## src/rtl/pcl_defines.svh

```systemverilog
// Constants of the power-up configuration loader.
// Assumes a 100 MHz loader clock; included by the loader, not by its buffer.
`ifndef PCL_DEFINES_SVH
`define PCL_DEFINES_SVH
`define PCL_CLK_MHZ        100
`define PCL_WAKE_WAIT_NS   30000
`define PCL_WAKE_WAIT_CYC  ((`PCL_WAKE_WAIT_NS * `PCL_CLK_MHZ + 999) / 1000)
`define PCL_OSC_DIV        4
`define PCL_OP_WAKE        8'hab
`define PCL_OP_FREAD       8'h0b
`define PCL_CNT_WAKE       6'h08
`define PCL_CNT_RD3        6'h28
`define PCL_CNT_RD4        6'h30
`define PCL_MODE_ACTIVE    2'h0
`define PCL_MODE_PASSIVE   2'h1
`define PCL_MODE_JTAG      2'h2
`define PCL_MAX_WCODE      3'h3
`define PCL_SEL_EXT        1'b1
`endif

```

## src/rtl/pcl_pkg.sv

```systemverilog
// Types shared by the configuration loader files.
// Assumes nothing beyond a SystemVerilog compiler.
package pcl_pkg;
  typedef logic [7:0] pcl_byte_t;
  typedef enum logic [2:0] {
    ST_IDLE, ST_WAKE, ST_GAP, ST_CMD, ST_READ, ST_PASSIVE, ST_JTAG
  } pcl_state_t;
endpackage : pcl_pkg

```

## src/rtl/pcl_buf.sv

```systemverilog
// Two-entry buffer with valid/ready on both sides.
// Assumes one clock and a synchronous active-low reset.
`timescale 1ns/10ps
module pcl_buf #(
  parameter int W = 8
) (
  input  wire logic         clk,
  input  wire logic         reset_n,
  input  wire logic [W-1:0] in_data,
  input  wire logic         in_valid,
  output logic              in_ready,
  output logic [W-1:0]      out_data,
  output logic              out_valid,
  input  wire logic         out_ready
);
  generate
    if (W < 1) begin : g_chk
      $error("pcl_buf: W must be at least 1");
    end
  endgenerate

  logic [W-1:0] mem_r [2];
  logic         wp_r;
  logic         rp_r;
  logic [1:0]   cnt_r;

  // Handshake decode; full and empty straight from the count
  wire push = in_valid && in_ready;
  wire pop  = out_valid && out_ready;
  assign in_ready  = (cnt_r != 2'h2);
  assign out_valid = (cnt_r != 2'h0);
  assign out_data  = mem_r[rp_r];

  // Pointers and occupancy
  always_ff @(posedge clk) begin
    if (!reset_n) begin
      wp_r  <= 1'b0;
      rp_r  <= 1'b0;
      cnt_r <= 2'h0;
    end else begin
      if (push) wp_r <= ~wp_r;
      if (pop) rp_r <= ~rp_r;
      cnt_r <= cnt_r + {1'b0, push} - {1'b0, pop};
    end
  end

  // Storage needs no reset; valid comes from the count
  always_ff @(posedge clk) begin
    if (push) mem_r[wp_r] <= in_data;
  end
endmodule : pcl_buf

```

## src/rtl/pcl_loader.sv

```systemverilog
// Power-up configuration loader: active flash read, passive and test-port load.
// Assumes all pins but reset_n and cm_ready asynchronous to ref_clk; bytes leave toward configuration memory.
`timescale 1ns/10ps
`include "pcl_defines.svh"
module pcl_loader #(
  parameter int OSC_DIV = `PCL_OSC_DIV
) (
  input  wire logic        ref_clk,
  input  wire logic        reset_n,
  input  wire logic        config_reset_n,
  input  wire logic [1:0]  mode_sel,
  input  wire logic [2:0]  width_sel,
  input  wire logic        addr4_sel,
  input  wire logic        clk_sel,
  input  wire logic        security_en,
  input  wire logic        external_config_clock,
  output logic             flash_sclk,
  output logic             flash_cs_n,
  output logic             flash_mosi,
  input  wire logic [7:0]  flash_dq_i,
  input  wire logic        pas_clk,
  input  wire logic        pas_cs_n,
  input  wire logic [7:0]  pas_data,
  input  wire logic        jtag_clk,
  input  wire logic        jtag_en,
  input  wire logic        jtag_tdi,
  output pcl_pkg::pcl_byte_t cm_data,
  output logic             cm_valid,
  input  wire logic        cm_ready,
  output logic             busy,
  output logic             width_error,
  output logic             overrun
);
  import pcl_pkg::*;

  generate
    if (OSC_DIV < 2 || OSC_DIV > 256) begin : g_chk
      $error("pcl_loader: OSC_DIV must be 2..256");
    end
  endgenerate

  localparam int WAKE_CYC = `PCL_WAKE_WAIT_CYC;

  // Two-stage synchroniser for every pin but reset_n and cm_ready
  logic [31:0] s1_r;
  logic [31:0] s2_r;
  wire  [31:0] raw = {config_reset_n, mode_sel, width_sel, addr4_sel, clk_sel,
                      security_en, external_config_clock, flash_dq_i, pas_clk,
                      pas_cs_n, pas_data, jtag_clk, jtag_en, jtag_tdi,
                      1'b0}; // Bit 0 spare, keeps the named views aligned
  always_ff @(posedge ref_clk) begin
    if (!reset_n) begin
      s1_r <= 32'h0000_0000;
      s2_r <= 32'h0000_0000;
    end else begin
      s1_r <= raw;
      s2_r <= s1_r;
    end
  end

  // Named views of the synchronised pins
  wire       s_crst  = s2_r[31];
  wire [1:0] s_mode  = s2_r[30:29];
  wire [2:0] s_width = s2_r[28:26];
  wire       s_addr4 = s2_r[25];
  wire       s_csel  = s2_r[24];
  wire       s_sec   = s2_r[23];
  wire       s_ext   = s2_r[22];
  wire [7:0] s_dq    = s2_r[21:14];
  wire       s_pclk  = s2_r[13];
  wire       s_pcs   = s2_r[12];
  wire [7:0] s_pdat  = s2_r[11:4];
  wire       s_jclk  = s2_r[3];
  wire       s_jen   = s2_r[2];
  wire       s_jtdi  = s2_r[1];

  // Edge detectors look at the second stage only
  logic [3:0] prev_r;
  always_ff @(posedge ref_clk) begin
    if (!reset_n) prev_r <= 4'h0;
    else prev_r <= {s_crst, s_ext, s_pclk, s_jclk};
  end
  wire crst_rise = s_crst && !prev_r[3];
  wire ext_rise  = s_ext && !prev_r[2];
  wire pclk_rise = s_pclk && !prev_r[1];
  wire jclk_rise = s_jclk && !prev_r[0];

  // Internal oscillator stand-in: a free divider of ref_clk
  logic [7:0] div_r;
  wire        osc_tick = (div_r == 8'(OSC_DIV - 1));
  always_ff @(posedge ref_clk) begin
    if (!reset_n || osc_tick) div_r <= 8'h00;
    else div_r <= div_r + 8'h01;
  end

  pcl_state_t  state_r;
  logic        sclk_r;
  logic        cs_n_r;
  logic [47:0] sh_r;
  logic [5:0]  cnt_r;
  logic [11:0] gap_r;
  logic        buf_rdy;

  // Flash clock source and stall; a full buffer freezes the clock, not the data
  wire act_st  = (state_r == ST_WAKE) || (state_r == ST_CMD) || (state_r == ST_READ);
  wire tick    = (s_csel == `PCL_SEL_EXT) ? ext_rise : osc_tick;
  wire tick_go = tick && act_st && ((state_r != ST_READ) || buf_rdy);
  wire rise    = tick_go && !sclk_r;
  wire fall    = tick_go && sclk_r;
  // Security mode only narrows further; this build tops out at x8 anyway
  wire werr    = (s_width > `PCL_MAX_WCODE) || (s_sec && s_width > `PCL_MAX_WCODE);

  // Sequencer: wake, gap, fast read from zero, stream
  always_ff @(posedge ref_clk) begin
    if (!reset_n || !s_crst) begin
      state_r <= ST_IDLE;
      cs_n_r  <= 1'b1;
      sclk_r  <= 1'b0;
      sh_r    <= 48'h0;
      cnt_r   <= 6'h00;
      gap_r   <= 12'h000;
    end else begin
      case (state_r)
        ST_IDLE: begin
          if (crst_rise && s_mode == `PCL_MODE_ACTIVE && !werr) begin
            state_r <= ST_WAKE;
            cs_n_r  <= 1'b0;
            sh_r    <= {`PCL_OP_WAKE, 40'h0};
            cnt_r   <= `PCL_CNT_WAKE;
          end else if (crst_rise && s_mode == `PCL_MODE_PASSIVE) begin
            state_r <= ST_PASSIVE;
          end else if (crst_rise && s_mode == `PCL_MODE_JTAG) begin
            state_r <= ST_JTAG;
          end
        end
        ST_WAKE, ST_CMD: begin
          if (rise) begin
            sclk_r <= 1'b1;
          end else if (fall) begin
            sclk_r <= 1'b0;
            sh_r   <= {sh_r[46:0], 1'b0};
            cnt_r  <= cnt_r - 6'h01;
            if (cnt_r == 6'h01 && state_r == ST_WAKE) begin
              state_r <= ST_GAP;
              cs_n_r  <= 1'b1;
              gap_r   <= 12'h000;
            end else if (cnt_r == 6'h01) begin
              state_r <= ST_READ;
            end
          end
        end
        ST_GAP: begin
          gap_r <= gap_r + 12'h001;
          if (gap_r == 12'(WAKE_CYC - 1)) begin
            state_r <= ST_CMD;
            cs_n_r  <= 1'b0;
            sh_r    <= {`PCL_OP_FREAD, 40'h0};
            cnt_r   <= s_addr4 ? `PCL_CNT_RD4 : `PCL_CNT_RD3;
          end
        end
        ST_READ: begin
          if (tick_go) sclk_r <= ~sclk_r;
        end
        ST_PASSIVE, ST_JTAG: begin
          sclk_r <= 1'b0;
        end
        default: state_r <= ST_IDLE;
      endcase
    end
  end

  assign flash_sclk = sclk_r;
  assign flash_cs_n = cs_n_r;
  assign flash_mosi = sh_r[47];
  assign busy       = (state_r != ST_IDLE);

  // Sample selection; x1 flash data returns on dq[1]
  wire       samp_a = rise && (state_r == ST_READ);
  wire       samp_p = (state_r == ST_PASSIVE) && pclk_rise && !s_pcs;
  wire       samp_j = (state_r == ST_JTAG) && jclk_rise && s_jen;
  wire       samp   = ((samp_a || samp_p) && !werr) || samp_j;
  wire [1:0] wcode  = samp_j ? 2'h0 : s_width[1:0];
  wire [7:0] bits_a = (wcode == 2'h0) ? {7'h00, s_dq[1]} : s_dq;
  wire [7:0] bits   = samp_j ? {7'h00, s_jtdi} : (samp_a ? bits_a : s_pdat);

  logic [7:0] acc_r;
  logic [2:0] bc_r;
  logic       done_r;
  logic [7:0] acc_nxt;
  wire  [3:0] bc_nxt = {1'b0, bc_r} + (4'h1 << wcode);
  always_comb begin
    case (wcode)
      2'h0:    acc_nxt = {acc_r[6:0], bits[0]};
      2'h1:    acc_nxt = {acc_r[5:0], bits[1:0]};
      2'h2:    acc_nxt = {acc_r[3:0], bits[3:0]};
      default: acc_nxt = bits;
    endcase
  end

  // Byte assembly, msb first; partial bytes die with config reset
  always_ff @(posedge ref_clk) begin
    if (!reset_n || !s_crst) begin
      acc_r  <= 8'h00;
      bc_r   <= 3'h0;
      done_r <= 1'b0;
    end else begin
      done_r <= samp && bc_nxt[3];
      if (samp) begin
        acc_r <= acc_nxt;
        bc_r  <= bc_nxt[2:0];
      end
    end
  end

  // Status flags; passive and test clocks cannot be stalled, so a lost byte shows
  logic werr_r;
  logic ovr_r;
  always_ff @(posedge ref_clk) begin
    if (!reset_n || !s_crst) begin
      werr_r <= 1'b0;
      ovr_r  <= 1'b0;
    end else begin
      werr_r <= werr && (state_r != ST_JTAG);
      if (done_r && !buf_rdy) ovr_r <= 1'b1;
    end
  end
  assign width_error = werr_r;
  assign overrun     = ovr_r;

  pcl_buf #(.W(8)) u_buf (
    .clk       (ref_clk),
    .reset_n   (reset_n),
    .in_data   (acc_r),
    .in_valid  (done_r),
    .in_ready  (buf_rdy),
    .out_data  (cm_data),
    .out_valid (cm_valid),
    .out_ready (cm_ready)
  );

  logic [11:0] hold_r;
  always_ff @(posedge ref_clk) begin
    if (!reset_n || !cs_n_r) hold_r <= 12'h000;
    else if (hold_r != 12'hfff) hold_r <= hold_r + 12'h001;
  end
endmodule : pcl_loader

```

## config.mk

```make
export PLATFORM = sky130hd
export DESIGN_NAME = pcl_loader
export DESIGN_NICKNAME = d
export VERILOG_FILES = /design/src/rtl/pcl_pkg.sv /design/src/rtl/pcl_buf.sv /design/src/rtl/pcl_loader.sv
export VERILOG_INCLUDE_DIRS = /design/src /design/src/rtl
export SDC_FILE = /design/constraint.sdc
export NUM_CORES = 1
export LEC_CHECK = 0
export BUFFER_PORTS_ARGS = -buffer_cell sky130_fd_sc_hd__buf_2
export CAP_MARGIN = 20
export CORE_ASPECT_RATIO = 0.8
export CORE_MARGIN = 10
export CORE_UTILIZATION = 50
export DETAILED_ROUTE_END_ITERATION = 8
export PLACE_DENSITY_LB_ADDON = 0.25
export SETUP_SLACK_MARGIN = 0.1
export SLEW_MARGIN = 10
export SYNTH_ARGS = -nofsm -noshare
export SYNTH_HDL_FRONTEND = slang
export SYNTH_SLANG_ARGS = --single-unit
```

## constraint.sdc

```tcl
create_clock -name ref_clk -period 2.2 [get_ports ref_clk]
set_input_delay 0.22 -clock ref_clk [delete_from_list [all_inputs] [get_ports ref_clk]]
set_output_delay 0.22 -clock ref_clk [all_outputs]
set_load 0.01 [all_outputs]
```

# Yosys cells after proc, flatten, opt, wreduce, memory -nomap -nowiden
# Memories as Yosys holds them, arrays and structs flattened. A register that Yosys moved wholly into a read port is not among the register bits.
# Cells that the tools add are included.
op_classes:
  addsub: 6
  magnitude_cmp: 1
  n_eq_ne: 25
  shifts: 1
  n_mux: 44
  n_bitwise: 4
  reduce_logical: 59
op_table:
  columns: ["cell", "count"]
  rows:
  - ["48-bit 2-to-1 mux", 4]
  - ["48-bit one-hot mux with 3 select lines", 1]
  - ["12-bit 2-to-1 mux", 3]
  - ["1-bit logical AND", 25]
  - ["3-bit 2-to-1 mux", 8]
  - ["6-bit 2-to-1 mux", 4]
  - ["8-bit 2-to-1 mux", 3]
  - ["12-bit one-hot mux with 2 select lines", 1]
  - ["8-bit one-hot mux with 3 select lines", 1]
  - ["6-bit one-hot mux with 3 select lines", 1]
  - ["2-bit inequality test, second input constant", 7]
  - ["1-bit 2-to-1 mux", 13]
  - ["12-bit by 1-bit adder with 12-bit output, second input constant", 1]
  - ["12-bit equality test, second input constant", 1]
  - ["3-bit inequality test, second input constant", 4]
  - ["3-bit one-hot mux with 4 select lines", 1]
  - ["6-bit AND reduction", 2]
  - ["1-bit zero test", 10]
  - ["3-bit equality test, second input constant", 3]
  - ["3-bit nonzero test", 3]
  - ["8-bit by 1-bit adder with 8-bit output, second input constant", 1]
  - ["8-bit by 2-bit equality test with 1-bit output, second input constant", 1]
  - ["1-bit logical OR", 8]
  - ["3-bit by 2-bit equality test with 1-bit output, second input constant", 2]
  - ["23 further kinds", 32]
totals:
  regBits: 165
  ramBits: 16
  input_bits: 34
  output_inout_bits: 15
  wordCells: 160
  n_memories: 1
memory_table:
  columns: ["memory", "depth", "width", "read_ports", "rd_ports_with_merged_regs", "wr", "line_no", "rtl"]
  rows:
  - ["u_buf.mem_r", 2, 8, 1, 1, 1, "pcl_buf.sv:22", "logic [W-1:0] mem_r [2];"]

# Depth between registers and ports, before layout
depth:
  depth_word: 11
  mapped_depth: 11
  depth_no_buf: 10

# Modules after synthesis
# Synthesis repeated with hierarchy kept, for this count alone.
hier_totals:
  cells_unflattened: 562
  hier_area_um2: 5532.8
modules_own_cells:
  columns: ["module", "n_inst", "cells_per_inst", "area_each_um2"]
  rows:
  - ["pcl_loader", 1, 513, 4722.0]
  - ["pcl_buf", 1, 49, 810.8]

# Worst setup path after synthesis
# OpenSTA, ideal clock, no wires.
synth_path:
  path_kind: "register -> register"
  startpoint: "reg state_r[1]"
  endpoint: "reg bc_r[1]"
  arrival_time_ns: 2.035
  required_time_ns: 2.078
  slack_ns: 0.043
  path_stages_with_launch: 11
  n_path_buf: 1
  synth_period_minus_slack_ns: 2.157
  cell_sequence: "dfxtp_1 -> buf_2 -> nand3b_1 -> or2_2 -> and2_1 -> inv_1 -> ha_1 -> inv_1 -> fa_1 -> o21ai_0 -> o311a_1"
synth_between:
  elab_chain_cells: 10
synth_lines:
  columns: ["element", "line_no", "rtl"]
  rows:
  - ["start: declaration", "pcl_loader.sv:96", "pcl_state_t state_r;"]
  - ["start signal: assignment", "pcl_loader.sv:116", "state_r <= ST_IDLE;"]
  - ["start signal: assignment", "pcl_loader.sv:126", "state_r <= ST_WAKE;"]
  - ["start signal: assignment", "pcl_loader.sv:131", "state_r <= ST_PASSIVE;"]
  - ["branches (longest 10 deep; another with 3-bit by 4-bit adder with 4-bit output)", null, null]
  - ["end signal: assignment", "pcl_loader.sv:210", "bc_r <= bc_nxt[2:0];"]
  - ["end: declaration", "pcl_loader.sv:187", "logic [2:0] bc_r;"]
# Parallel ways; which one is timed is not known.
# A chain may end at the register's enable or synchronous reset.

# Worst setup path in the final report
layout_path:
  startpoint: "reg state_r[0]"
  endpoint: "reg bc_r[2]"
# Same word-level chain as after synthesis.

==> impl.org <==
** Run status
- Status :: completed

** Timing
- Shortest clock period the worst path allows after layout :: 1.99 ns
- Total count of max-transition violations in the final report :: 0
- At the pin with the least slew margin, the transition time is 0.466 ns.
- Worst clock skew on the final layout :: 0.00989 ns
- The number of hold violations in the final report was 0.
- Fmax :: 502 MHz
- Setup repair after global routing could not meet its margin everywhere.
- Headroom to the max-slew limit came out at 68.7%.
- Fin crit share :: 90.6%
- Adding up every negative setup slack in the final design gives 0 ns.
- Setup violations remaining at the end of the flow were counted as 0.

** GRT
- Total Routing Usage GR :: 14.5%
- The initial antenna violation count is 0.
- Wire length of the first global-routing pass :: 19300 µm
- Summed over all layers, the global routing overflow is 0.
- Entering global routing, the biggest net connects 72 pins.
- Vias in the first global route :: 4035

** Detailed routing
- For this run, the detailed router's first-pass iteration total came to 5.
- Vias :: 4141
- DRC violations left :: 0
- After detailed routing, the number of vias per cell comes to 5.32.
- The routed design has 11500 µm of wire.
- The first routing iteration left 264 violations.
- Once detail routing completed, the nets flagged for antenna violations numbered 0.
- Dividing the detail-routed wire length by the instance count gives 14.8 µm.

** Setup path
- Reg-to-reg startpoint :: state_r[0]
- On the worst path, the slowest cell contributes a delay of 0.37 ns.
- Slack of the worst reg-to-reg path :: 0.21 ns
- The endpoint identified for the worst register-to-register timing path is bc_r[2].
- Critical Path AT :: 2.33 ns
- Type of destination of the critical path :: flop
- The worst setup path is launched from a flop.
- Along the worst path, the maximum fanout reaches 6.
- Req. time, crit path :: 2.54 ns
- Worst Setup Path Type :: reg -> reg
- The number of cells on the worst reg-to-reg path is 10.
- The signal on the critical path passes through nand3b_1, or2_4, and2_4, inv_2, ha_1, inv_1, fa_1, xnor2_1, o21ai_1, a21oi_1.
- The slowest stage of the critical path is the sky130_fd_sc_hd__fa_1 cell.

** CTS
- The tree is rooted in a sky130_fd_sc_hd__clkbuf_16.
- The clock net in this run drives a total of 138 sinks.
- Clock-pin slew was measured on the worst setup and hold paths at 0.06 ns.
- For the worst-skew pair, the clock arrives at the later sink with an insertion delay of 0.42 ns.
- TritonCTS clock tree :: done
- Maximum root-to-sink buffer count :: 2
- Level count of the clock H-tree :: 4
- TritonCTS Buffers :: 17

** Synth
- Number of enable-type register cells in the synthesized netlist :: 16
- Post-synthesis instance total :: 544
- Top cell type's share of synthesized area :: 43.3%
- Count of yosys warnings during synthesis :: 0
- In this run the mean area of a mapped cell was 10.4 µm².
- Sequential-to-total area share from yosys stat :: 51.8%
- Cell area after synthesis :: 5640 µm²
- Post-Syn Nets :: 588
- Post-synth top area cell :: sky130_fd_sc_hd__dfxtp_1
- Sorting the synthesized cells by area gives the leading types as sky130_fd_sc_hd__dfxtp_1 43%, sky130_fd_sc_hd__edfxtp_1 8.5%, sky130_fd_sc_hd__and2_1 7.9%, sky130_fd_sc_hd__o21ai_0 2.0%, sky130_fd_sc_hd__ha_1 2.0%.
- Proportion of register bits with asynchronous set or reset after synthesis :: 0%
- Synthesis instantiated 74 different standard cells from the library.
- Predominant post-synthesis flop cell :: sky130_fd_sc_hd__dfxtp_1
- Flip-flop and latch count after synthesis :: 138

** Die
- From left edge to right edge, the die measures 139 µm.
- After floorplanning, the core was sized to cover 10900 µm².
- The die is 115 µm tall.
- The initialized floorplan defines 34 standard-cell rows.
- Initial core utilization :: 51.6%
- Top-level I/O count :: 49
- The floorplan step defined a die boundary enclosing 15900 µm².

** Hold path
- The startpoint identified for the worst hold timing path is flash_dq_i[7].
- Worst hold path type :: in -> reg
- For hold timing, the worst endpoint is s1_r[21].
- Cells on Worst Hold Path :: 2

** Place
- Detailed placement finished with a half-perimeter wire length of 7970 µm.
- Count of input and output buffers :: 47
- At the end of routability-driven placement, the weighted congestion stood at 0.907.
- Once placement completed, the tool counted placed cells totaling 733.

** Final layout
- Summing all multi-input logic gate instances after layout gives 2600 µm².
- Net total in the final layout :: 666
- Fill cell instance count of the final layout :: 846
- Area used by sequential logic in the layout :: 2930 µm²
- Antenna Diode Count :: 0
- Of the cells placed in the final design, the portion with a size suffix greater than 1 is 26.0%.
- Leaving out filler cells and counting taps, the final layout contains 778.
- Layout area overhead :: 22.5%

** Flow run
- Max cap viols :: 0

** Pwr
- The analysis attributes to cell leakage a power of 2.74 nW.
- VDD sags by at most 0.000523 V.
- Power density cells :: 826 nW/µm²
## layout make-up
cell class	count	share of cell area (%)
inverter	15	0.815
clock inverter	12	1.63
timing repair buffer	87	8.26
multi-input combinational	363	37.7
tap	144	2.61
sequential	138	42.4
clock buffer	19	6.58
## power breakdown
part	switching, mW	internal, mW	total [mW]	leakage [nW]
combinational	0.157	0.184	0.340	1.32
clock	1.08	1.62	2.70	0.272
sequential	0.0472	2.61	2.66	1.15
## synth_stat cells, drive strengths merged (6+ instances only)
cell type	count
nand3	20
and3	6
a21oi	23
o31ai	8
o21ai	25
nand2	24
nand4	15
ha	9
a211oi	7
or3	9
clkbuf	21
xnor2	11
nor2	19
inv	15
nor2b	7
edfxtp	16
nor3	11
dfxtp	122
and2	73
buf	7
a31oi	6
nor3b	8
nand2b	8
mux2	10
## sequential cells by signal, indices dropped and copies added (netlist names), 2 cells and up, named ones only
signal and flops:
sh_r 8, state_r 3, cnt_r 6, s2_r 30
div_r 8, prev_r 4, acc_r 8, bc_r 3
gap_r 12, u_buf.cnt_r 2, s1_r 30, u_buf.mem_r 16
## layer usage
metal  vias up  routed length [µm]  global-route usage, %
met5         -                   0                      0
met2       125                4750                   20.9
met4         0                 138                   5.14
li1       2103                   -                      -
met3        12                 690                   5.19
met1      1901                5940                   19.7
## critical path, delay by kind of cell (launching register included)
family,cells,cell delay (ns)
AND/OR/NAND/NOR,3,0.62
AO/OA/AOI/OAI,2,0.20
buffers and inverters,2,0.10
adder cells (fa/ha/maj),2,0.52
XOR/XNOR,1,0.17
flip-flops,1,0.30
## layout by cell type, fill, tap and decap left out, types with 4 or more instances in the layout
cell type | synthesis | layout
sky130_fd_sc_hd__o31ai_1 | 8 | 8
sky130_fd_sc_hd__xor2_1 | 4 | 4
sky130_fd_sc_hd__o22ai_1 | 4 | 4
sky130_fd_sc_hd__and3_1 | 5 | 5
sky130_fd_sc_hd__and2_1 | 71 | 70
sky130_fd_sc_hd__nor2_1 | 18 | 17
sky130_fd_sc_hd__inv_1 | 15 | 14
sky130_fd_sc_hd__o21ai_0 | 23 | 22
sky130_fd_sc_hd__nand4_1 | 14 | 14
sky130_fd_sc_hd__buf_2 | 3 | 47
sky130_fd_sc_hd__dfxtp_1 | 122 | 118
sky130_fd_sc_hd__mux2_2 | 9 | 9
sky130_fd_sc_hd__or2_2 | 5 | 4
sky130_fd_sc_hd__edfxtp_1 | 16 | 16
sky130_fd_sc_hd__nor3b_1 | 8 | 7
sky130_fd_sc_hd__nor3_1 | 10 | 10
sky130_fd_sc_hd__a31oi_1 | 5 | 5
sky130_fd_sc_hd__clkbuf_16 | 0 | 18
sky130_fd_sc_hd__nand2b_1 | 8 | 7
sky130_fd_sc_hd__or3_1 | 8 | 8
sky130_fd_sc_hd__nand3_1 | 20 | 19
sky130_fd_sc_hd__nand2_1 | 24 | 24
sky130_fd_sc_hd__dfxtp_2 | 0 | 4
sky130_fd_sc_hd__xnor2_1 | 11 | 11
sky130_fd_sc_hd__a21oi_1 | 22 | 22
sky130_fd_sc_hd__ha_1 | 9 | 7
sky130_fd_sc_hd__nor2b_1 | 7 | 7
sky130_fd_sc_hd__buf_4 | 0 | 30
sky130_fd_sc_hd__dlygate4sd3_1 | 0 | 9
## how the worst max path moves through the flow
stage	from	cells after the start	slack (ns)	endpoint
final	state_r[0]	10	0.21	bc_r[2]
after global routing	prev_r[0]	10	0.04	bc_r[2]
after CTS	div_r[0]	6	0.11	acc_r[0]
after detailed placement	state_r[2]	10	0.05	bc_r[2]
after global placement	state_r[2]	10	0.1	bc_r[2]
after floorplan	state_r[1]	10	0.12	bc_r[1]
## metrics by stage
step	hold WS, ns	power, mW	setup slack [ns]	cell area, µm²	util [%]
2_1_floorplan	0.347	2.91	0.119	5640	-
3_3_place_gp	0.416	3.02	0.0961	6110	55.8
3_5_place_dp	0.419	3.03	0.0543	6110	55.8
4_1_cts	0.000182	5.72	0.106	6760	61.9
5_1_grt	0.000768	5.90	0.0435	6910	63.2
6_report	0.0104	5.71	0.207	6910	63.2
## logic make-up after synthesis
| logic type | Yosys count | synth area share (%) |
|---|---|---|
| xor+xnor | 15 | 2.33 |
| flops | 138 | 51.8 |
| buf+inv | 43 | 3.53 |
| compound gates | 102 | 13.3 |
| mux | 13 | 2.53 |
| simple gates | 223 | 24.1 |
| fa+ha+maj | 10 | 2.35 |
## repair_timing
| action | CTS | global route |
|---|---|---|
| gates resized for setup | 4 | 21 |
| setup buffers | 2 | 3 |
| hold buffers | 5 | 4 |
| setup endpoints to repair | 15 | 29 |
| endpoints found under the hold margin | 5 | 4 |
| pin swaps | 2 | 5 |
Power figures use the tool's default switching activity.
